**config.mk**
```make
export PLATFORM = sky130hd
export DESIGN_NAME = asp_port
export DESIGN_NICKNAME = d
export VERILOG_FILES = /design/src/verilog/asp_pkg.sv /design/src/verilog/asp_port.sv /design/src/verilog/asp_tick_div.sv
export SDC_FILE = /design/constraint.sdc
export NUM_CORES = 1
export LEC_CHECK = 0
export ABC_AREA = 1
export ABC_CLOCK_PERIOD_IN_PS = 3110
export BUFFER_PORTS_ARGS = -buffer_cell sky130_fd_sc_hd__buf_2
export CAP_MARGIN = 5
export CORE_UTILIZATION = 40
export CTS_CLUSTER_SIZE = 16
export DETAILED_ROUTE_END_ITERATION = 8
export MAX_ROUTING_LAYER = met4
export SLEW_MARGIN = 10
export SYNTH_ARGS = -nofsm -noshare
export SYNTH_HDL_FRONTEND = slang
export SYNTH_SLANG_ARGS = --single-unit
export TNS_END_PERCENT = 1
```
**constraint.sdc**
```tcl
create_clock -name mclk -period 3.11 [get_ports mclk]
set_input_delay 0.311 -clock mclk [delete_from_list [all_inputs] [get_ports mclk]]
set_output_delay 0.311 -clock mclk [all_outputs]
set_load 0.03 [all_outputs]
```
**src/verilog/asp_pkg.sv**
```systemverilog
// constants, types and frame helpers for the asynchronous serial port
// assumes one clock and a synchronous active-high reset around it
// Behaviour
// - tx buffer refills shifter with no gap
// - tx request period is 9, 10 or 11 bits
// - held-low line gives zero characters, ninth low
// - ninth bit zero sets status bit 6
// - high ninth bit is extra stop, no error
// - ninth-low write sends ninth bit low
// - long-stop write sends ninth bit high
// - ninth-bit character takes 11, normal 10 (10 and 9 in seven-bit mode)
// - no wake-up filter, every character interrupts
// - interrupt on rx full and tx empty
// - interrupt when last stop bit leaves
// - port C function bit routes tx to pin
// - only ports A and B have port D output
// - shared vector, separate request flip-flops
// - reading rx data clears rx request
package asp_pkg;

    localparam int OVERSAMPLE = 16;
    localparam logic [3:0] TICK_LAST = 4'hf;
    localparam logic [3:0] TICK_MID = 4'h7;
    localparam logic [3:0] DATA_BITS8 = 4'h8;
    localparam logic [3:0] DATA_BITS7 = 4'h7;
    localparam logic [3:0] FRAME_OVERHEAD = 4'h2;
    localparam logic [10:0] LINE_IDLE = 11'h7ff;

    // which of the three send registers was written
    typedef enum logic [1:0] {
        TXK_NORMAL,
        TXK_NINTH_LOW,
        TXK_LONG_STOP
    } asp_tx_kind_e;

    typedef struct packed {
        logic wr;
        asp_tx_kind_e kind;
        logic [7:0] data;
    } asp_tx_wr_s;

    // serial_status_register layout, bit 7 down to bit 0
    typedef struct packed {
        logic rx_full;
        logic ninth_low;
        logic [1:0] rsv_hi;
        logic tx_buf_full;
        logic tx_busy;
        logic [1:0] rsv_lo;
    } asp_status_s;

    typedef struct packed {
        logic [10:0] bits;
        logic [3:0] len;
    } asp_frame_s;

    function automatic logic [3:0] asp_data_bits(input logic seven);
        asp_data_bits = seven ? DATA_BITS7 : DATA_BITS8;
    endfunction : asp_data_bits

    // lsb-first frame: start, data, optional ninth, stop
    function automatic asp_frame_s asp_frame(input logic [7:0] data,
            input asp_tx_kind_e kind, input logic seven);
        asp_frame_s f;
        logic [3:0] n;
        f.bits = LINE_IDLE;
        n = asp_data_bits(seven);
        f.bits[0] = 1'b0;
        for (int i = 0; i < 8; i++) begin
            if (i < int'(n)) f.bits[i + 1] = data[i];
        end
        f.len = n + FRAME_OVERHEAD;
        if (kind != TXK_NORMAL) begin
            f.bits[n + 4'h1] = (kind == TXK_LONG_STOP);
            f.len = f.len + 4'h1;
        end
        asp_frame = f;
    endfunction : asp_frame

    // hardware set wins over a clear in the same cycle
    function automatic logic asp_flag(input logic q, input logic set, input logic clr);
        asp_flag = set | (q & ~clr);
    endfunction : asp_flag

endpackage : asp_pkg

```
**src/verilog/asp_port.sv**
```systemverilog
// asynchronous serial port: double-buffered transmitter, receiver with
// ninth-bit detect, separate rx/tx request flip-flops and pin routing
// assumes rxd and all control inputs are synchronous to mclk
`timescale 1ns/1ps
module asp_port
    import asp_pkg::*;
#(
    parameter int DIV_W = 12,
    parameter bit HAS_ALT_D = 1'b1
) (
    input wire logic mclk,
    input wire logic sys_rst,
    input wire logic [DIV_W-1:0] baud_div,
    input wire logic seven_bit,
    input wire asp_tx_wr_s tx_wr,
    input wire logic rx_rd,
    input wire logic rxd,
    input wire logic port_c_func_tx,
    input wire logic port_c_dout_tx,
    input wire logic port_d_alt_tx,
    input wire logic port_d_dout_tx,
    output logic [7:0] rx_data,
    output asp_status_s status,
    output logic rx_irq,
    output logic tx_irq,
    output logic irq,
    output logic tx_pin_c,
    output logic tx_pin_d
);

    typedef enum logic {TX_IDLE, TX_SHIFT} asp_tx_state_e;
    typedef enum logic [1:0] {RX_IDLE, RX_START, RX_BITS} asp_rx_state_e;

    logic tick;

    asp_tick_div #(.DIV_W(DIV_W)) u_div (
        .mclk(mclk),
        .sys_rst(sys_rst),
        .div(baud_div),
        .tick(tick)
    );

    ////////////////////////////////////////////////////////////////////////
    // transmitter
    asp_tx_state_e tx_st, next_tx_st;
    logic [10:0] tx_sh, next_tx_sh;
    logic [3:0] tx_left, next_tx_left;
    logic [3:0] tx_tick, next_tx_tick;
    logic buf_valid, next_buf_valid;
    logic [7:0] buf_data, next_buf_data;
    asp_tx_kind_e buf_kind, next_buf_kind;
    logic tx_req, next_tx_req;
    logic tx_done, tx_load, buf_take;
    asp_frame_s frame;

    // a write while the buffer is full is dropped; software waits for tx_irq
    always_comb begin
        next_tx_st = tx_st;
        next_tx_sh = tx_sh;
        next_tx_left = tx_left;
        next_tx_tick = tx_tick;
        next_buf_valid = buf_valid;
        next_buf_data = buf_data;
        next_buf_kind = buf_kind;
        frame = asp_frame(buf_data, buf_kind, seven_bit);
        buf_take = tx_wr.wr && !buf_valid;
        tx_done = (tx_st == TX_SHIFT) && tick && (tx_tick == TICK_LAST)
                && (tx_left == 4'h1);
        // reload straight from the buffer on the last tick: no idle gap
        tx_load = buf_valid && ((tx_st == TX_IDLE) || tx_done);
        if (tx_st == TX_SHIFT && tick) begin
            next_tx_tick = tx_tick + 4'h1;
            if (tx_tick == TICK_LAST) begin
                next_tx_sh = {1'b1, tx_sh[10:1]};
                next_tx_left = tx_left - 4'h1;
            end
        end
        if (tx_done) begin
            next_tx_st = TX_IDLE;
            next_tx_sh = LINE_IDLE;
        end
        if (tx_load) begin
            next_tx_st = TX_SHIFT;
            next_tx_sh = frame.bits;
            next_tx_left = frame.len;
            next_tx_tick = '0;
            next_buf_valid = 1'b0;
        end
        if (buf_take) begin
            next_buf_valid = 1'b1;
            next_buf_data = tx_wr.data;
            next_buf_kind = tx_wr.kind;
        end
        // buffer empties or the shifter drains: both raise the tx request
        next_tx_req = asp_flag(tx_req, tx_load || (tx_done && !buf_valid),
                tx_wr.wr);
    end

    always_ff @(posedge mclk) begin
        if (sys_rst) begin
            tx_st <= TX_IDLE;
            tx_sh <= LINE_IDLE;
            tx_left <= '0;
            tx_tick <= '0;
            buf_valid <= 1'b0;
            buf_data <= '0;
            buf_kind <= TXK_NORMAL;
            tx_req <= 1'b0;
        end else begin
            tx_st <= next_tx_st;
            tx_sh <= next_tx_sh;
            tx_left <= next_tx_left;
            tx_tick <= next_tx_tick;
            buf_valid <= next_buf_valid;
            buf_data <= next_buf_data;
            buf_kind <= next_buf_kind;
            tx_req <= next_tx_req;
        end
    end

    ////////////////////////////////////////////////////////////////////////
    // receiver
    asp_rx_state_e rx_st, next_rx_st;
    logic [3:0] rx_tick, next_rx_tick;
    logic [3:0] rx_idx, next_rx_idx;
    logic [7:0] rx_sh, next_rx_sh;
    logic [7:0] next_rx_data;
    logic rx_full, next_rx_full;
    logic ninth_low, next_ninth_low;
    logic rx_deliver, rx_nl;

    // no address wake-up filter: every character is delivered
    always_comb begin
        next_rx_st = rx_st;
        next_rx_tick = rx_tick;
        next_rx_idx = rx_idx;
        next_rx_sh = rx_sh;
        next_rx_data = rx_data;
        next_ninth_low = ninth_low;
        rx_deliver = 1'b0;
        rx_nl = !seven_bit && !rxd;
        case (rx_st)
            RX_IDLE: begin
                if (tick && !rxd) begin
                    next_rx_st = RX_START;
                    next_rx_tick = '0;
                end
            end
            RX_START: begin
                if (tick) begin
                    next_rx_tick = rx_tick + 4'h1;
                    // glitch filter: start must still be low mid-bit
                    if (rx_tick == TICK_MID) begin
                        next_rx_st = rxd ? RX_IDLE : RX_BITS;
                        next_rx_tick = '0;
                        next_rx_idx = '0;
                        next_rx_sh = '0;
                    end
                end
            end
            RX_BITS: begin
                if (tick) begin
                    next_rx_tick = rx_tick + 4'h1;
                    if (rx_tick == TICK_LAST) begin
                        if (rx_idx < asp_data_bits(seven_bit)) begin
                            next_rx_sh[rx_idx[2:0]] = rxd;
                            next_rx_idx = rx_idx + 4'h1;
                        end else begin
                            // high ninth bit is just a stop bit; low is
                            // flagged and the next start is hunted at once
                            rx_deliver = 1'b1;
                            next_rx_data = rx_sh;
                            next_ninth_low = rx_nl;
                            next_rx_st = RX_IDLE;
                        end
                    end
                end
            end
            default: next_rx_st = RX_IDLE;
        endcase
        // a new character overwrites an unread one
        next_rx_full = asp_flag(rx_full, rx_deliver, rx_rd);
    end

    always_ff @(posedge mclk) begin
        if (sys_rst) begin
            rx_st <= RX_IDLE;
            rx_tick <= '0;
            rx_idx <= '0;
            rx_sh <= '0;
            rx_data <= '0;
            rx_full <= 1'b0;
            ninth_low <= 1'b0;
        end else begin
            rx_st <= next_rx_st;
            rx_tick <= next_rx_tick;
            rx_idx <= next_rx_idx;
            rx_sh <= next_rx_sh;
            rx_data <= next_rx_data;
            rx_full <= next_rx_full;
            ninth_low <= next_ninth_low;
        end
    end

    ////////////////////////////////////////////////////////////////////////
    // status, requests and pin routing
    logic next_pin_c, next_pin_d;

    always_comb begin
        status = '0;
        status.rx_full = rx_full;
        status.ninth_low = ninth_low;
        status.tx_buf_full = buf_valid;
        status.tx_busy = (tx_st == TX_SHIFT);
        rx_irq = rx_full;
        tx_irq = tx_req;
        irq = rx_full | tx_req;
    end

    // dummy characters stay off pin C once its function bit drops; pin D still carries them while port_d_alt_tx is set
    always_comb begin
        next_pin_c = port_c_func_tx ? tx_sh[0] : port_c_dout_tx;
        next_pin_d = (HAS_ALT_D && port_d_alt_tx) ? tx_sh[0] : port_d_dout_tx;
    end

    always_ff @(posedge mclk) begin
        if (sys_rst) begin
            tx_pin_c <= 1'b1;
            tx_pin_d <= 1'b1;
        end else begin
            tx_pin_c <= next_pin_c;
            tx_pin_d <= next_pin_d;
        end
    end

    ////////////////////////////////////////////////////////////////////////
    // checks
    logic [3:0] chk_len;
    always_ff @(posedge mclk) begin
        if (sys_rst) chk_len <= '0;
        else if (tx_load) chk_len <= frame.len;
    end
endmodule : asp_port

```
**src/verilog/asp_tick_div.sv**
```systemverilog
// oversampling tick divider for the serial port
// assumes the divisor is held steady while a character is on the line
`timescale 1ns/1ps
module asp_tick_div
    import asp_pkg::*;
#(
    parameter int DIV_W = 12
) (
    input wire logic mclk,
    input wire logic sys_rst,
    input wire logic [DIV_W-1:0] div,
    output logic tick
);

    logic [DIV_W-1:0] cnt;
    logic [DIV_W-1:0] next_cnt;
    logic next_tick;

    generate
        if (DIV_W < 1) begin : g_bad
            $error("asp_tick_div needs DIV_W of at least one");
        end
    endgenerate

    // one pulse every div+1 cycles, so div of zero gives a tick each cycle
    always_comb begin
        next_tick = (cnt == '0);
        next_cnt = next_tick ? div : cnt - 1'b1;
    end

    always_ff @(posedge mclk) begin
        if (sys_rst) begin
            cnt <= '0;
            tick <= 1'b0;
        end else begin
            cnt <= next_cnt;
            tick <= next_tick;
        end
    end

endmodule : asp_tick_div

```
### After elaboration in Yosys (flattened, before gate mapping)

Index checks and enable logic that the tools add are counted.

| storage, ports and cells | value |
|---|---|
| word-level logic and storage cells | 155 |
| input port bits | 32 |
| register bits after elaboration | 75 |

| operators by class | value |
|---|---|
| $add $sub $neg | 8 |
| equality and inequality tests | 14 |
| muxes and demuxes | 59 |
| bitwise logic cells | 9 |
| magnitude comparators | 13 |
| reductions and logical operators | 33 |

Operator list:

| kind | count |
|---|---|
| two-way mux 4 bit | 13 |
| two-way mux 11 bit | 4 |
| two-way mux 8 bit | 5 |
| adder 4 x 1 -> 4 bit (second input constant) | 5 |
| two-way mux 1 bit | 20 |
| < comparator 3 x 4 -> 1 bit (first input constant) | 4 |
| one-hot mux 8 bit (2 select lines) | 1 |
| two-way mux 15 bit | 1 |
| two-way mux 2 bit | 7 |
| zero test 12 bit | 1 |
| two-way mux 12 bit | 1 |
| one-hot mux 4 bit (3 select lines) | 1 |
| AND reduction 6 bit | 2 |
| nonzero test 2 bit | 6 |
| subtractor 12 x 1 -> 12 bit (second input constant) | 1 |
| bitwise mux 11 bit | 1 |
| logical AND 1 bit | 10 |
| inequality test 2 bit (second input constant) | 5 |
| nonzero test 3 bit | 3 |
| bitwise mux 8 bit | 1 |
| equality test 4 bit (second input constant) | 2 |
| < comparator 1 x 4 -> 1 bit (first input constant) | 2 |
| < comparator 2 x 4 -> 1 bit (first input constant) | 2 |
| one-hot mux 4 bit (2 select lines) | 1 |
| other kinds (24) | 37 |

### Depth between registers and ports, before layout

Gate-level depths: netlist of the first run.

| logic depth | value |
|---|---|
| depth after elaboration | 9 |
| mapped depth | 13 |
| depth with buffers taken out | 12 |

### Cells and area by module

Synthesis of the first run repeated with hierarchy kept, for this count alone.

| second synthesis, totals | value |
|---|---|
| cells, all modules | 539 |
| area total of the unflattened synthesis | 3,860.0 um^2 |

By module, submodules not included:

| module | times used | cells each | seq. area each (um^2) | area an instance (um^2) |
|---|---|---|---|---|
| asp_port | 1 | 413 | 1,221.2 | 3,029.2 |
| asp_tick_div | 1 | 126 | 260.2 | 830.8 |

### Worst setup path before layout of the first run

Ideal clock, no wire load.

| path | value |
|---|---|
| kind | register to register |
| start point | register rx_st[0] |
| end point | register rx_tick[0] |
| data required time | 3.024 ns |
| period minus slack after synthesis | 1.621 ns |
| slack | 1.489 ns |
| path buffers | 0 |
| data arrival time | 1.535 ns |
| cell stages (with the launch flop) | 12 |
| cell sequence | dfxtp_1 > inv_1 > ha_1 > inv_4 > nand2_4 > nand2_1 > nand2_1 > o21ai_0 > nand2_2 > nor2_1 > nor2_1 > a211oi_1 |

| on the way | value |
|---|---|
| word-level cells in the longest chain between the ends | 3 |
| elaborated cells on any way between the ends | 9 |

Ends and longest elaborated chain:

| element | RTL line | RTL |
|---|---|---|
| from (decl) | asp_port.sv:123 | `asp_rx_state_e rx_st, next_rx_st;` |
| from (signal assigned) | asp_port.sv:195 | `rx_st <= next_rx_st;` |
| equality test 2 x 1 -> 1 bit (tied with other cells) | asp_port.sv:142 | `case (rx_st)` |
| inequality test 2 x 1 -> 1 bit (no source line) (tied with other cells) | -- |  |
| AND reduction 4 bit (no source line) | -- |  |
| to (signal assigned) | asp_port.sv:196 | `rx_tick <= next_rx_tick;` |
| to (decl) | asp_port.sv:124 | `logic [3:0] rx_tick, next_rx_tick;` |

Several ways; a longest one is shown, not always the timed one.
A chain may end at the register's enable or synchronous reset.

### Worst setup path after layout of the first run

Same ends and word-level chain as after synthesis.

==> flow_metrics.py, run 1 <==
metrics = {
    "cells_and_area": {
        "drive_gt1_share_pct": 15.3,
        "antenna_cells": 0,
        "fillCellCount": 911,
        "final_common_cell": "nor2_1",
        "final_core_utilization_pct": 46.6,
        "num-nets-final": 572,
        "final_cell_mix": "nor2_1 (88), dfxtp_1 (74), nand2_1 (61), o21ai_0 (58)",
        "syn_to_final_growth_pct": 13.8,
    },
    "cts": {
        "cts_setup_buffers": 0,
        "cts_made_buffers": 9,
        "ctsResizeCount": 0,
        "cts.sinks": 74,
        "worstSkewPairLatency_ns": 0.35,
        "cts_hold_buf": 0,
        "clk_path_buf_depth": 2,
        "cts-root-buf": "clkbuf_8",
        "cts_tree": "done",
        "clk_pin_slew_ns": 0.07,
        "htreeDepth": 3,
    },
    "synth": {
        "seq_area_frac_synth_pct": 41.7,
        "ys.flop_type": "dfxtp_1",
        "synth_compound_area_share_pct": 18.1,
        "synth.area.mux_share_pct": 0,
        "synth_top_family_by_area": "simple AND/OR/NAND/NOR gates",
        "async_flop_share_pct": 0,
        "synth-simple-area-share_pct": 22.3,
        "ys_ff_latch": 74,
        "synth_edf_count": 0,
        "synthesis.area_um2": 3560,
        "yosysWarnings": 0,
        "synth.distinct_cells": 39,
        "synth_cells": 483,
        "synthXorXnorAreaFrac_pct": 2.96,
        "synth-adder-area-share_pct": 5.28,
        "syn_avg_cell_area_um2": 7.36,
    },
    "drt": {
        "wirelength_um": 7560,
        "post_drt_wl_per_cell_um": 11.9,
        "dr.pass1.iters": 4,
        "first_iter_violations": 151,
        "ant_nets": 0,
        "vias": 3139,
        "viasPerCell": 4.93,
        "drc_errors": 0,
    },
    "floorplanning": {
        "fp.dieH_um": 96.3,
        "coreArea_um2": 8680,
        "dieWidth_um": 96.3,
        "dieArea_um2": 9270,
        "initial_core_util_pct": 41.0,
        "boundaryPins": 53,
        "rows": 34,
    },
    "critical_path": {
        "start_kind": "flip-flop",
        "slowest_delay_ns": 0.36,
        "path_max_fanout": 9,
        "crit_buf_inv": 2,
        "worstPathCellList": "inv_1, ha_1, inv_4, nand2_4, nand2_1, nand2_1, o21ai_0, nand2_2, nor2_1, nor2_1, a211oi_1",
        "worstPathArrival_ns": 2.19,
        "cp_top_family": "simple AND/OR/NAND/NOR gates",
        "setup.worst_path.class": "flip-flop to flip-flop",
        "worst_setup_path_end_kind": "flip-flop",
        "crit_path_top_delay_cell": "dfxtp_1",
        "cp.required_ns": 3.37,
    },
    "global_route": {
        "grt_first_pass_wirelength_um": 12900,
        "grt_pass1_vias": 2778,
        "grt_max_degree": 31,
        "overflow": 0,
        "antenna_found_initial": 0,
        "grt.total_usage_pct": 18.6,
    },
    "placement": {
        "pre_cts_slack_ns": 1.07,
        "hpwlAfterDp_um": 5390,
        "gp_congestion": 0.804,
        "io_buffers": 48,
    },
    "sta": {
        "min_period_ns": 1.93,
        "setup_viol": 0,
        "max_freq_mhz": 519,
        "skew_ns": 0.0131,
        "maxSlewHeadroom_pct": 46.9,
        "timing.final.crit_share_pct": 62.0,
        "setup_ws_ns": 1.18,
        "rsz0062_at_grt": "false",
        "worst_pin_slew_ns": 0.795,
        "setup_tns_ns": 0,
        "whs_ns": 0.155,
        "finalMaxSlewViolations": 0,
        "hold_viol": 0,
    },
    "outcome": {
        "status": "complete, no violations",
    },
    "pwr": {
        "p_leak_nw": 1.84,
        "p_per_area_nw_per_um2": 678,
        "peakVddDrop_v": 0.000439,
    },
    "job": {
        "drv_cap": 0,
    },
    "worst_hold_path": {
        "hold_path.class": "primary input to flip-flop",
    },
}
## area by class of cell
type                            count  area [um2]  area share, %
Sequential cell                    74        1480           36.6
Tap cell                          108         135           3.34
Clock inverter                      4        76.3           1.89
Clock buffer                       11         141           3.49
Timing Repair Buffer               50         255           6.31
Inverter                           55         214           5.29
Multi-Input combinational cell    335        1740           43.1
## worst register-to-register path: cells and delay by family, from the launching register on
family / cells / cell delay (ns)
and+or+nand+nor: 6 / 0.62
DFF: 1 / 0.36
adders and majority gates: 1 / 0.33
buffers and inverters: 2 / 0.27
AOI/OAI and AO/OA: 2 / 0.27
## where the power goes
part,internal (mW),total (mW),switching [mW]
combinational,0.281,0.767,0.486
clock,0.471,0.820,0.349
sequential,1.07,1.16,0.0920
total,1.82,2.75,0.927
## logic make-up after synthesis
| family | count (synthesis) |
|---|---|
| simple gates | 184 |
| compound gates | 120 |
| buf+inv | 77 |
| flops | 74 |
| fa+ha+maj | 15 |
| xor+xnor | 12 |
| other cells | 1 |
## state kept, by name, summed over array words and instances (netlist names)
register,cells
rx_data,8
tx_tick,4
tx_irq,1
rx_idx,4
buf_valid,1
tx_pin_c,1
tx_st,1
ninth_low,1
rx_tick,4
tx_left,4
rx_irq,1
buf_data,8
u_div.cnt,12
tx_pin_d,1
rx_st,2
tx_sh,10
rx_sh,8
buf_kind,2
u_div.tick,1
## synth_stat cells, types with 2 or more instances
library cell	instances	share of area, %
a211oi_1	2	0.42
dfxtp_1	74	42
o21ai_0	58	8.2
xor2_1	9	2.2
nor3_1	5	0.70
or2_2	3	0.53
a21oi_1	38	5.3
clkbuf_1	8	0.84
ha_1	15	5.3
nand2_1	61	6.4
nand3_1	11	1.5
inv_1	48	5.1
nand2_2	2	0.35
nor3_4	2	0.91
xnor2_1	3	0.74
nand4_1	7	1.2
inv_2	4	0.42
a31oi_1	8	1.4
o22ai_1	8	1.4
buf_2	3	0.42
buf_4	9	1.9
nor2_1	88	9.3
## stage by stage
| step | cell area, um2 | power [mW] | instances |
|---|---|---|---|
| 3_5_place_dp | 3830 | 1.95 | 622 |
| 5_1_grt | 4050 | 2.94 | 637 |
| 6_report | 4050 | 2.75 | 637 |
| 4_1_cts | 4050 | 2.78 | 637 |
| 3_3_place_gp | 3830 | 1.93 | 622 |
| 2_1_floorplan | 3570 | 1.79 | 486 |
## worst paths after layout
kind         depth (start not counted)      endpoint           start  slack, ns
min                                  2      tx_pin_c  port_c_func_tx       0.16
max                                 11    rx_tick[0]        rx_st[0]       1.18
max reg2reg                         11    rx_tick[0]        rx_st[0]       1.18
min reg2reg                          1  u_div.cnt[0]    u_div.cnt[0]       0.44
## routing by layer
layer  wire (um)  global-route usage (%)
met3         294                    5.29
met1        3700                    23.6
met2        3480                    28.8
met4          80                    5.35
met5           0                       -
No activity file was read; power rests on OpenSTA's default activity.
==> inputs of run 2 (changes only) <==
--- a/config.mk
+++ b/config.mk
@@ -5,8 +5,8 @@
 export SDC_FILE = /design/constraint.sdc
 export NUM_CORES = 1
 export LEC_CHECK = 0
-export ABC_AREA = 1
-export ABC_CLOCK_PERIOD_IN_PS = 3110
+export ABC_AREA = 0
+export ABC_CLOCK_PERIOD_IN_PS = 1700
 export BUFFER_PORTS_ARGS = -buffer_cell sky130_fd_sc_hd__buf_2
 export CAP_MARGIN = 5
 export CORE_UTILIZATION = 40
==> constraint.sdc (replaced) <==
create_clock -name mclk -period 1.7 [get_ports mclk]
set_input_delay 0.17 -clock mclk [delete_from_list [all_inputs] [get_ports mclk]]
set_output_delay 0.17 -clock mclk [all_outputs]
set_load 0.03 [all_outputs]
==> run 2 against run 1 <==
Effect of this change:
- the run now ends with negative setup slack left
- non-clock buffer count grew 62
- cell count fell by 1.9%
- sequential power up 78%
- largest cell class unchanged
- synthesized cell count decreased by 13%
- critical endpoint is now rx_sh[2]
- critical path depth fell by 4
- worst hold slack worse by 0.11 ns
==> flow_metrics.py, run 2 <==
metrics = {
    "outcome": {
        "failed_checks": "negative setup slack",
        "status": "finished with violations",
    },
    "worst_hold_path": {
        "holdPathEnd": "tx_pin_c",
        "whs_path_depth": 2,
        "hold_path.class": "primary input to flip-flop",
        "hold_start": "port_c_func_tx",
    },
    "drt": {
        "viasPerCell": 5.16,
        "drc_errors": 0,
        "first_iter_violations": 98,
        "post_drt_wl_per_cell_um": 13.4,
        "dr.pass1.iters": 4,
        "vias": 3222,
        "wirelength_um": 8400,
        "ant_nets": 0,
    },
    "cts": {
        "cts_made_buffers": 9,
        "cts_tree": "done",
        "cts_hold_buf": 0,
        "worstSkewPairLatency_ns": 0.35,
        "cts-root-buf": "clkbuf_8",
        "cts.sinks": 74,
        "clk_pin_slew_ns": 0.08,
        "clk_path_buf_depth": 2,
        "htreeDepth": 3,
    },
    "global_route": {
        "antenna_found_initial": 0,
        "overflow": 0,
        "grt_first_pass_wirelength_um": 14300,
        "grt_pass1_vias": 3108,
        "grt.total_usage_pct": 18.7,
        "grt_max_degree": 38,
    },
    "cells_and_area": {
        "syn_to_final_growth_pct": 28.3,
        "final_common_cell": "dfxtp_1",
        "largest_reg_flops": 12,
        "top_regs": "u_div.cnt x12, tx_sh x10",
        "fin_area_um2": 4800,
        "final_cell_count_no_fill": 625,
        "multi_input_area_um2": 2190,
        "final_cell_mix": "dfxtp_1 (65), buf_4 (57), buf_2 (49), nand2_1 (42), a21oi_1 (38)",
        "num-nets-final": 559,
        "antenna_cells": 0,
        "top_register": "u_div.cnt",
        "drive_gt1_share_pct": 36.2,
        "fillCellCount": 814,
        "seqCellArea_um2": 1490,
    },
    "critical_path": {
        "worstPathArrival_ns": 2.07,
        "worstReg2RegEnd": "rx_sh[2]",
        "setup.worst_path.class": "flip-flop to flip-flop",
        "path_max_fanout": 7,
        "r2r_start": "rx_idx[3]",
        "start_kind": "flip-flop",
        "rrSetupSlack_ns": -0.08,
        "cp.required_ns": 1.99,
        "reg2reg_depth": 7,
        "worst_setup_path_end_kind": "flip-flop",
    },
    "pwr": {
        "peakVddDrop_v": 0.000786,
        "p_seq_share_pct": 41.1,
        "pwr-share-clk_pct": 24.9,
        "p_leak_nw": 1.91,
        "finalPower_mw": 5.05,
        "p_int_mw": 3.38,
        "p_switching_mw": 1.67,
        "swShare_pct": 33.1,
        "combPwrFrac_pct": 34.0,
        "p_per_area_nw_per_um2": 1050,
    },
    "floorplanning": {
        "coreArea_um2": 8890,
        "boundaryPins": 53,
        "dieArea_um2": 9750,
        "dieWidth_um": 98.8,
        "fp.dieH_um": 98.8,
        "initial_core_util_pct": 42.1,
        "rows": 34,
    },
    "sta": {
        "setup_ws_ns": -0.0803,
        "hold_viol": 0,
        "whs_ns": 0.0455,
        "skew_ns": 0.00933,
        "min_period_ns": 1.78,
        "setup_tns_ns": -0.937,
        "max_freq_mhz": 562,
        "setup_viol": 24,
        "finalMaxSlewViolations": 0,
        "rsz0062_at_grt": "true",
        "timing.final.crit_share_pct": 105,
    },
    "job": {
        "drv_cap": 0,
    },
    "placement": {
        "gp_congestion": 0.820,
        "io_buffers": 48,
        "postPlaceCellArea_um2": 4410,
        "hpwlAfterDp_um": 5950,
        "dp.cells": 606,
    },
    "synth": {
        "async_flop_share_pct": 0,
        "yosysMostFrequentCell": "dfxtp_1",
        "syn_avg_cell_area_um2": 8.92,
        "yosys.area.top_type": "dfxtp_1",
        "yosys-top-cells-count": "dfxtp_1 (74), nand2_1 (44), a21oi_1 (40)",
        "synth.distinct_cells": 60,
        "yosysWarnings": 0,
        "yosys-top-cells-area": "dfxtp_1 (40%), a21oi_1 (5.3%), ha_1 (5.0%)",
        "ys.flop_type": "dfxtp_1",
        "seq_area_frac_synth_pct": 39.6,
        "synth_cells": 420,
        "ys_ff_latch": 74,
        "yosys.area.top_type_share_pct": 39.6,
        "synthesis.area_um2": 3740,
        "synth_edf_count": 0,
    },
}
run 2: cell count changes in the layout (fill, tap and decap cells not counted), moves of 7 or more:
cell      change
dfxtp_2       +9
buf_4        +55
o22ai_1       -8
inv_1        -33
a211oi_1     +10
a31oi_1       -7
nor2_1       -59
mux2i_1      +11
nand2b_1      +9
o22a_1        +8
nand2_1      -19
dfxtp_1       -9
o221ai_1      +8
o21ai_0      -46
run 2: what timing repair did:
action	CTS	global route
buffers inserted	1	1
gates resized for setup	31	19
endpoints found under the setup margin	40	59
gates cloned	1	0
pin swaps	4	8
run 2: logic make-up (layout without fill, tap and decap cells):
logic type	Yosys count	in the layout	share of synthesized area [%]
XOR/XNOR	13	13	3.04
AO/OA/AOI/OAI	113	113	22.8
multiplexers	12	12	3.21
AND/OR/NAND/NOR	141	141	19.1
flip-flops	74	74	39.6
buffers and inverters	51	145	7.15
adder cells (fa/ha/maj)	15	15	5.01
other	1	4	0.100
run 2: cell type report:
class	count	share of cell area, %
repair buffers	112	15.4
inverters	17	1.33
well taps	108	2.81
multi-input cells	298	45.6
clock inverters	6	0.860
flip-flops and latches	74	31.1
clock buffers	10	2.87
run 2: worst max path at each step:
stage	start	to	slack (ns)	cells after the start
finish	rx_idx[3]	rx_sh[2]	-0.08	7
global route	rx_idx[2]	rx_sh[1]	-0.14	7
CTS	rx_idx[1]	rx_sh[1]	-0.08	6
detailed placement	seven_bit	rx_data[4]	-0.27	9
global placement	seven_bit	rx_data[1]	-0.21	9
floorplan	rx_st[1]	rx_idx[2]	-0.1	7
run 2: critical path, stage by stage, from the launching register on:
cell and delay (ns):
dfxtp_2 0.33, ha_2 0.30, o21a_1 0.16, nor2_4 0.06, or2_2 0.34, a221oi_4 0.25
buf_6 0.16, o22a_1 0.13
run 2: per-layer routing:
layer  wire length, um  GRT usage (%)
met4                99           6.77
met3               328           3.33
met2              3790           28.5
met1              4180           25.0
met5                 0              -
run 2: power groups by stage:
stage / Combinational [mW] / Clock (mW) / Sequential, mW
floorplan: 1.09 / 0 / 2.11
global placement: 1.55 / 0 / 2.09
detailed placement: 1.58 / 0 / 2.10
CTS: 1.69 / 1.29 / 2.07
global route: 1.89 / 1.37 / 2.10
finish: 1.72 / 1.26 / 2.07
run 2: per-stage QoR:
step / worst slack, ns / util (%)
after floorplan: -0.0998 / -
after global placement: -0.214 / 49.6
after detailed placement: -0.271 / 49.6
after CTS: -0.0781 / 53.3
after global routing: -0.140 / 54.0
final: -0.0803 / 54.0
